===== src/jifa_pkg.sv =====
// constants and types for the test-port indirect flash access block
package jifa_pkg;
  localparam int IR_W = 16;
  localparam int IND_W = 20;
  localparam int PAY_W = 18;
  localparam int OP_HI = 19;
  localparam int OP_LO = 18;
  localparam logic [IR_W-1:0] IR_EXTEST = 16'h0000;
  localparam logic [IR_W-1:0] IR_SAMPLE = 16'h0002;
  localparam logic [IR_W-1:0] IR_IDCODE = 16'h0004;
  localparam logic [IR_W-1:0] IR_BYPASS = 16'hffff;
  localparam logic [IR_W-1:0] IR_FCTL = 16'h0082;
  localparam logic [IR_W-1:0] IR_FDAT = 16'h0083;
  localparam logic [IR_W-1:0] IR_FADR = 16'h0084;
  localparam logic [IR_W-1:0] IR_FSCL = 16'h0085;
  localparam logic [IR_W-1:0] IR_CAPTURE = 16'h0001;
  localparam logic [1:0] OP_READ = 2'h2;
  localparam logic [1:0] OP_WRITE = 2'h3;
  // identity values are arbitrary
  localparam logic [3:0] ID_REV = 4'h6;
  localparam logic [15:0] ID_PART = 16'h0abc;
  localparam logic [10:0] ID_MAKER = 11'h055;
  localparam logic [31:0] ID_VALUE = {ID_REV, ID_PART, ID_MAKER, 1'b1};
  localparam logic [7:0] FCTL_RST = 8'h00;
  localparam int OP_CYCLES = 4;
  typedef enum logic [3:0] {
    TAP_RESET, TAP_IDLE, TAP_SEL_DR, TAP_CAP_DR, TAP_SH_DR, TAP_EX1_DR, TAP_PAU_DR,
    TAP_EX2_DR, TAP_UPD_DR, TAP_SEL_IR, TAP_CAP_IR, TAP_SH_IR, TAP_EX1_IR, TAP_PAU_IR,
    TAP_EX2_IR, TAP_UPD_IR
  } jifa_tap_e;
  typedef struct packed {
    logic capture;
    logic shift;
    logic update;
    logic ir_sel;
  } jifa_phase_s;
endpackage


===== src/jifa_top.sv =====
// test-port front end with indirect flash register access
module jifa_top
  import jifa_pkg::*;
(
  input wire logic ref_clk_in,
  input wire logic rst_in,
  input wire logic tck_in,
  input wire logic tms_in,
  input wire logic tdi_in,
  input wire logic trst_n_in,
  output logic tdo_out,
  output logic tdo_oe_out,
  output logic [7:0] flash_access_mode_control_out,
  output logic [1:0] flash_sel_out,
  output logic flash_req_out,
  output logic flash_write_out,
  output logic [PAY_W-1:0] write_payload_out,
  input wire logic flash_done_in,
  input wire logic [PAY_W-1:0] read_payload_in
);
  logic [2:0] tck_s1_ff, tck_s2_ff;
  logic tck_d_ff;
  logic [3:0] in_sync;
  logic tck_rise, tck_fall;
  jifa_tap_e state;
  jifa_phase_s ph;
  logic [IR_W-1:0] ir_sh_ff, ir_ff;
  logic [31:0] dr_sh_ff;
  logic [IND_W-1:0] ind_sh_ff;
  logic [5:0] ind_cnt_ff;
  logic busy_ff;
  logic [PAY_W-1:0] read_payload_ff;
  logic [7:0] fctl_ff;
  logic [2:0] op_cnt_ff;
  logic flash_req_ff, flash_write_ff;
  logic [1:0] flash_sel_ff;
  logic [PAY_W-1:0] wpay_ff;
  logic tdo_ff, tdo_oe_ff;
  logic ind_sel, busy_seen_low_ff;

  function automatic logic is_ind(input logic [IR_W-1:0] code);
    is_ind = (code == IR_FCTL) || (code == IR_FDAT) || (code == IR_FADR) || (code == IR_FSCL);
  endfunction

  function automatic logic is_access(input logic [1:0] op);
    is_access = (op == OP_READ) || (op == OP_WRITE);
  endfunction

  function automatic logic is_write(input logic [1:0] op);
    is_write = (op == OP_WRITE);
  endfunction

  // two-stage pin synchronisers
  always_ff @(posedge ref_clk_in or posedge rst_in) begin
    if (rst_in) begin
      tck_s1_ff <= 3'h0;
      tck_s2_ff <= 3'h0;
      tck_d_ff <= 1'b0;
    end else begin
      tck_s1_ff <= {tck_in, tms_in, tdi_in};
      tck_s2_ff <= tck_s1_ff;
      tck_d_ff <= tck_s2_ff[2];
    end
  end
  logic [1:0] trst_s_ff;
  always_ff @(posedge ref_clk_in or posedge rst_in) begin
    if (rst_in) begin
      trst_s_ff <= 2'h0;
    end else begin
      trst_s_ff <= {trst_s_ff[0], trst_n_in};
    end
  end
  assign in_sync = {tck_s2_ff, trst_s_ff[1]};
  assign tck_rise = in_sync[3] & ~tck_d_ff;
  assign tck_fall = ~in_sync[3] & tck_d_ff;
  logic tap_rst;
  // test-port reset also returns the controller to its reset state
  assign tap_rst = rst_in | ~trst_s_ff[1];

  jifa_tap_fsm u_fsm (
    .ref_clk_in(ref_clk_in),
    .rst_in(tap_rst),
    .tck_rise_in(tck_rise & in_sync[0]),
    .tms_in(in_sync[2]),
    .state_out(state)
  );

  assign ph.capture = tck_rise && (state == TAP_CAP_DR || state == TAP_CAP_IR);
  assign ph.shift = tck_rise && (state == TAP_SH_DR || state == TAP_SH_IR);
  assign ph.update = tck_rise && (state == TAP_UPD_DR || state == TAP_UPD_IR);
  assign ph.ir_sel = (state == TAP_CAP_IR || state == TAP_SH_IR || state == TAP_UPD_IR);
  assign ind_sel = is_ind(ir_ff);

  // instruction register; test-port reset loads the identification code
  always_ff @(posedge ref_clk_in or posedge rst_in) begin
    if (rst_in) begin
      ir_sh_ff <= IR_IDCODE;
      ir_ff <= IR_IDCODE;
    end else if (!in_sync[0] || state == TAP_RESET) begin
      ir_ff <= IR_IDCODE;
    end else if (ph.ir_sel && ph.capture) begin
      ir_sh_ff <= IR_CAPTURE;
    end else if (ph.ir_sel && ph.shift) begin
      ir_sh_ff <= {in_sync[1], ir_sh_ff[IR_W-1:1]};
    end else if (ph.ir_sel && ph.update) begin
      ir_ff <= ir_sh_ff;
    end
  end

  // plain data path: identification and bypass
  always_ff @(posedge ref_clk_in or posedge rst_in) begin
    if (rst_in) begin
      dr_sh_ff <= 32'h0000_0000;
    end else if (!ph.ir_sel && ph.capture) begin
      dr_sh_ff <= (ir_ff == IR_IDCODE) ? ID_VALUE : 32'h0000_0000;
    end else if (!ph.ir_sel && ph.shift) begin
      dr_sh_ff <= (ir_ff == IR_IDCODE) ? {in_sync[1], dr_sh_ff[31:1]} : {31'h0, in_sync[1]};
    end
  end

  // indirect shift register: capture loads zero, result and busy
  always_ff @(posedge ref_clk_in or posedge rst_in) begin
    if (rst_in) begin
      ind_sh_ff <= 20'h0_0000;
      ind_cnt_ff <= 6'h00;
    end else if (!ph.ir_sel && ph.capture && ind_sel) begin
      ind_sh_ff <= {1'b0, read_payload_ff, busy_ff};
      ind_cnt_ff <= 6'h00;
    end else if (!ph.ir_sel && ph.shift && ind_sel) begin
      ind_sh_ff <= {in_sync[1], ind_sh_ff[IND_W-1:1]};
      ind_cnt_ff <= (ind_cnt_ff == 6'h3f) ? ind_cnt_ff : ind_cnt_ff + 6'h01;
    end
  end

  // bits enter at the top, so whatever the length the last two shifted sit
  // in the opcode field and the payload stands left-justified below them
  logic [1:0] cmd_op;
  logic [PAY_W-1:0] cmd_pay;
  always_comb begin
    cmd_op = ind_sh_ff[OP_HI:OP_LO];
    cmd_pay = ind_sh_ff[PAY_W-1:0];
  end
  logic start;
  // poll (0x) never updates; read/write only when busy was seen low
  assign start = !ph.ir_sel && ph.update && ind_sel && ind_cnt_ff >= 6'h02
               && is_access(cmd_op) && !busy_ff && busy_seen_low_ff;

  always_ff @(posedge ref_clk_in or posedge rst_in) begin
    if (rst_in) begin
      busy_seen_low_ff <= 1'b1;
    end else if (!ph.ir_sel && ph.capture && ind_sel) begin
      busy_seen_low_ff <= !busy_ff;
    end else if (start) begin
      busy_seen_low_ff <= 1'b0;
    end
  end

  // operation engine
  always_ff @(posedge ref_clk_in or posedge rst_in) begin
    if (rst_in) begin
      busy_ff <= 1'b0;
      flash_req_ff <= 1'b0;
      flash_write_ff <= 1'b0;
      flash_sel_ff <= 2'h0;
      wpay_ff <= 18'h0_0000;
      op_cnt_ff <= 3'h0;
    end else if (start) begin
      busy_ff <= 1'b1;
      flash_req_ff <= 1'b1;
      flash_write_ff <= is_write(cmd_op);
      flash_sel_ff <= 2'(ir_ff - IR_FCTL);
      wpay_ff <= cmd_pay;
      op_cnt_ff <= 3'(OP_CYCLES);
    end else begin
      flash_req_ff <= 1'b0;
      if (busy_ff && (flash_sel_ff == 2'h0 ? op_cnt_ff == 3'h1 : flash_done_in)) begin
        busy_ff <= 1'b0;
      end
      if (op_cnt_ff != 3'h0) begin
        op_cnt_ff <= op_cnt_ff - 3'h1;
      end
    end
  end

  // mode control register held locally; other targets answer via done
  always_ff @(posedge ref_clk_in or posedge rst_in) begin
    if (rst_in) begin
      fctl_ff <= FCTL_RST;
      read_payload_ff <= 18'h0_0000;
    end else if (busy_ff && flash_sel_ff == 2'h0 && op_cnt_ff == 3'h1) begin
      if (flash_write_ff) begin
        fctl_ff <= wpay_ff[PAY_W-1 -: 8];
      end else begin
        read_payload_ff <= {10'h000, fctl_ff};
      end
    end else if (busy_ff && flash_sel_ff != 2'h0 && flash_done_in && !flash_write_ff) begin
      read_payload_ff <= read_payload_in;
    end
  end

  // output changes on falling test clock
  always_ff @(posedge ref_clk_in or posedge rst_in) begin
    if (rst_in) begin
      tdo_ff <= 1'b0;
      tdo_oe_ff <= 1'b0;
    end else if (!in_sync[0]) begin
      tdo_oe_ff <= 1'b0;
      tdo_ff <= 1'b0;
    end else if (tck_fall) begin
      tdo_oe_ff <= (state == TAP_SH_DR || state == TAP_SH_IR);
      tdo_ff <= ph.ir_sel ? ir_sh_ff[0] : (ind_sel ? ind_sh_ff[0] : dr_sh_ff[0]);
    end
  end

  assign tdo_out = tdo_ff;
  assign tdo_oe_out = tdo_oe_ff;
  assign flash_access_mode_control_out = fctl_ff;
  assign flash_sel_out = flash_sel_ff;
  assign flash_req_out = flash_req_ff;
  assign flash_write_out = flash_write_ff;
  assign write_payload_out = wpay_ff;
endmodule


===== src/jifa_tap_fsm.sv =====
// test-port controller state machine
module jifa_tap_fsm
  import jifa_pkg::*;
(
  input wire logic ref_clk_in,
  input wire logic rst_in,
  input wire logic tck_rise_in,
  input wire logic tms_in,
  output jifa_tap_e state_out
);
  jifa_tap_e state_ff;
  jifa_tap_e nxt_state;

  always_comb begin
    nxt_state = state_ff;
    case (state_ff)
      TAP_RESET: nxt_state = tms_in ? TAP_RESET : TAP_IDLE;
      TAP_IDLE: nxt_state = tms_in ? TAP_SEL_DR : TAP_IDLE;
      TAP_SEL_DR: nxt_state = tms_in ? TAP_SEL_IR : TAP_CAP_DR;
      TAP_CAP_DR: nxt_state = tms_in ? TAP_EX1_DR : TAP_SH_DR;
      TAP_SH_DR: nxt_state = tms_in ? TAP_EX1_DR : TAP_SH_DR;
      TAP_EX1_DR: nxt_state = tms_in ? TAP_UPD_DR : TAP_PAU_DR;
      TAP_PAU_DR: nxt_state = tms_in ? TAP_EX2_DR : TAP_PAU_DR;
      TAP_EX2_DR: nxt_state = tms_in ? TAP_UPD_DR : TAP_SH_DR;
      TAP_UPD_DR: nxt_state = tms_in ? TAP_SEL_DR : TAP_IDLE;
      TAP_SEL_IR: nxt_state = tms_in ? TAP_RESET : TAP_CAP_IR;
      TAP_CAP_IR: nxt_state = tms_in ? TAP_EX1_IR : TAP_SH_IR;
      TAP_SH_IR: nxt_state = tms_in ? TAP_EX1_IR : TAP_SH_IR;
      TAP_EX1_IR: nxt_state = tms_in ? TAP_UPD_IR : TAP_PAU_IR;
      TAP_PAU_IR: nxt_state = tms_in ? TAP_EX2_IR : TAP_PAU_IR;
      TAP_EX2_IR: nxt_state = tms_in ? TAP_UPD_IR : TAP_SH_IR;
      TAP_UPD_IR: nxt_state = tms_in ? TAP_SEL_DR : TAP_IDLE;
      default: nxt_state = TAP_RESET;
    endcase
  end

  always_ff @(posedge ref_clk_in or posedge rst_in) begin
    if (rst_in) begin
      state_ff <= TAP_RESET;
    end else if (tck_rise_in) begin
      state_ff <= nxt_state;
    end
  end

  assign state_out = state_ff;
endmodule


===== config.mk =====
export PLATFORM = sky130hd
export DESIGN_NAME = jifa_top
export DESIGN_NICKNAME = d
export VERILOG_FILES = /design/src/jifa_pkg.sv /design/src/jifa_top.sv /design/src/jifa_tap_fsm.sv
export SDC_FILE = /design/constraint.sdc
export NUM_CORES = 1
export LEC_CHECK = 0
export BUFFER_PORTS_ARGS = -buffer_cell sky130_fd_sc_hd__buf_4
export CAP_MARGIN = 20
export CORE_UTILIZATION = 45
export DETAILED_ROUTE_END_ITERATION = 6
export PLACE_DENSITY = 0.59
export SYNTH_ARGS = -nofsm -noshare
export SYNTH_HDL_FRONTEND = slang
export SYNTH_SLANG_ARGS = --single-unit

===== constraint.sdc =====
create_clock -name ref_clk_in -period 6.09 [get_ports ref_clk_in]
set_input_delay 0.3045 -clock ref_clk_in [delete_from_list [all_inputs] [get_ports ref_clk_in]]
set_output_delay 0.3045 -clock ref_clk_in [all_outputs]
set_load 0.1 [all_outputs]

==> results.json <==
{
  "outcome": "finished with violations",
  "violations": "design-rule violations",
  "synth_area_um2": 6800,
  "slew_violations": 0,
  "h-tree-depth": 4,
  "syn_inst": 591,
  "antenna_found_initial": 0,
  "placed_area_um2": 7320,
  "yosysSeqAreaShare": 0.582,
  "p_total_mw": 2.57,
  "io_pins": 57,
  "arrival_ns": 2.88,
  "grt_max_degree": 99,
  "rows": 44,
  "crit_chain": "or3b_1 > a211o_1 > buf_4 > nor3_4 > a22o_1",
  "hold_viol_final": 0,
  "synth_fp_nets": 621,
  "initial_utilization": 0.465,
  "layout-drive-gt1-share": 0.205,
  "fin_crit_ns": 2.53,
  "clk_latency_ns": 0.43,
  "cts.repair.resized": 0,
  "area_delta_synth_final_pct": 17.8,
  "numPortBuffers": 56,
  "die_area_um2": 15600,
  "overflow": 0,
  "grt_pass1_vias": 4703,
  "cts_buffers": 17,
  "cp_slowest_stage_delay_ns": 0.62,
  "die_h_um": 125,
  "clkSinkCount": 158,
  "n_antenna_cell": 0,
  "cts_hold_buf": 5,
  "drt-total-wl_um": 13900,
  "path_clk_slew_ns": 0.06,
  "avgRoutedWirePerCell_um": 16.6,
  "postCtsSetupBuffers": 0,
  "core_area_um2": 14600,
  "rsz0062_at_grt": "false",
  "drv_cap": 0,
  "ys_ff_latch": 158,
  "crit_path_end_kind": "register",
  "ant_nets": 0,
  "critPathLaunchType": "register",
  "fin_crit_sh": 0.415,
  "drtIter0Drc": 308,
  "final_core_util": 0.547,
  "ir_drop_v": 0.000212,
  "nets": 670,
  "setup_violations": 0,
  "synth_area_leaders": "dfrtp_1 57%, a22o_1 6.3%, mux2i_1 3.8%",
  "maxSlewHeadroom": 0.331,
  "vias": 4639,
  "grt_util_all_layers": 0.196,
  "worst-path-max-fanout": 53,
  "hpwlAfterDp_um": 8910,
  "fmax_mhz": 396,
  "ys_types": 53,
  "finalSetupTns_ns": 0,
  "synth_warnings": 0,
  "tightest_slew_ns": 1.00,
  "via_per_inst": 5.54,
  "cp.required_ns": 6.44,
  "gp_congestion": 0.835,
  "drc_errors": 2,
  "final_cells": 837,
  "dp_cells": 800,
  "clockBufferDepth": 2,
  "drt_first_pass_iters": 7,
  "cts_root_buf": "clkbuf_16",
  "yosysTopAreaCellShare": 0.570,
  "p_per_area_nw_per_um2": 320,
  "fin_worst_skew_ns": 0.0191,
  "grt_pass1_wl_um": 24000,
  "crit_slowest_cell": "nor3_4",
  "syn_area_per_cell_um2": 11.5,
  "crit_type": "register to register",
  "holdWs_ns": 0.0992,
  "setup_slack_ns": 3.56,
  "die_x_um": 125,
  "leakage_nw": 3.70,
  "dp_slack_ns": 3.58,
  "yosys.area.top_type": "dfrtp_1",
  "cts_tree": "done",
  "hp-class": "primary input to register",
  "fin_area_um2": 8010
}
[cells in the mapped netlist, drive strengths merged]
master and number:
a2111oi 1, a211o 1, a211oi 6, a21oi 16
a22o 49, a22oi 1, a31oi 11, and2 3
and3 2, buf 20, clkbuf 17, dfrtp 155
dfstp 3, ha 5, inv 21, mux2 28
mux2i 26, nand2 64, nand2b 3, nand3 20
nand3b 3, nor2 39, nor2b 5, nor3 9
nor3b 2, nor4 5, nor4b 1, o211ai 2
o21a 1, o21ai 41, o221ai 1, o31ai 16
o32a 1, o32ai 1, o41ai 1, or3 4
or3b 1, or4 3, xnor2 1, xor2 2
[critical path, delay by kind of cell (launching register included)]
kind / cells / cell delay, ns
AND/OR/NAND/NOR: 2 / 1.03
flip-flops: 1 / 0.58
AO/OA/AOI/OAI: 2 / 0.53
buffers and inverters: 1 / 0.29
[logic make-up (layout without fill, tap and decap cells)]
logic type      after synthesis  count (layout)  synth area share
simple gates                164             164             0.118
flops                       158             158             0.582
compound gates              149             149             0.155
buf+inv                      58             120            0.0386
mux                          54              54            0.0934
fa+ha+maj                     5               5           0.00920
xor+xnor                      3               3           0.00386
[cells in the final DEF, fill, tap and decap left out, drive strengths merged, types with 21 or more instances in the layout]
cell type / instances
nand2: 64
nor2: 39
mux2i: 26
a22o: 49
inv: 21
o21ai: 41
dfrtp: 155
mux2: 28
buf: 62
[flip-flops by register name (all words and copies together), names as in the netlist, 2 cells and up]
register,flops
ir_ff,16
flash_sel_out,2
dr_sh_ff,32
op_cnt_ff,3
ir_sh_ff,16
u_fsm.state_out,4
trst_s_ff,2
tck_s1_ff,3
flash_access_mode_control_out,8
tck_s2_ff,3
ind_cnt_ff,6
write_payload_out,18
read_payload_ff,18
ind_sh_ff,20
[worst paths after layout]
| check | startpoint | end | slack, ns | cells after the start |
|---|---|---|---|---|
| max | u_fsm.state_out[2]$_DFFE_PP0P_ | dr_sh_ff[11]$_DFFE_PP0P_ | 3.56 | 5 |
| min | read_payload_in[10] | read_payload_ff[10]$_DFFE_PP0P_ | 0.1 | 3 |
| max reg2reg | u_fsm.state_out[2]$_DFFE_PP0P_ | dr_sh_ff[11]$_DFFE_PP0P_ | 3.56 | 5 |
| min reg2reg | tck_s1_ff[1]$_DFF_PP0_ | tck_s2_ff[1]$_DFF_PP0_ | 0.35 | 0 |
| max in group asynchronous | rst_in | dr_sh_ff[1]$_DFFE_PP0P_ | 4.19 | 4 |
| min in group asynchronous | trst_s_ff[1]$_DFF_PP0_ | u_fsm.state_out[2]$_DFFE_PP0P_ | 0.39 | 2 |
[layer usage]
| layer | GRT usage | wire [um] | vias to the layer above |
|---|---|---|---|
| met3 | 0.0466 | 521 | 14 |
| met4 | 0.0725 | 141 | 0 |
| li1 | - | - | 2216 |
| met5 | 0 | 0 | - |
| met2 | 0.298 | 6510 | 98 |
| met1 | 0.274 | 6730 | 2311 |
[power by group]
part	internal, mW	switching, mW
clock	0.735	0.415
combinational	0.0955	0.156
sequential	1.10	0.0685
[cell type report]
cell class | count | area [um^2]
clock buffer | 20 | 447
sequential | 158 | 3960
clock inverter | 12 | 191
fill | 1241 | 6630
timing repair buffer | 67 | 515
multi-input combinational | 375 | 2590
inverter | 21 | 83.8
tap | 184 | 230
(Power assumes the default switching activity.)
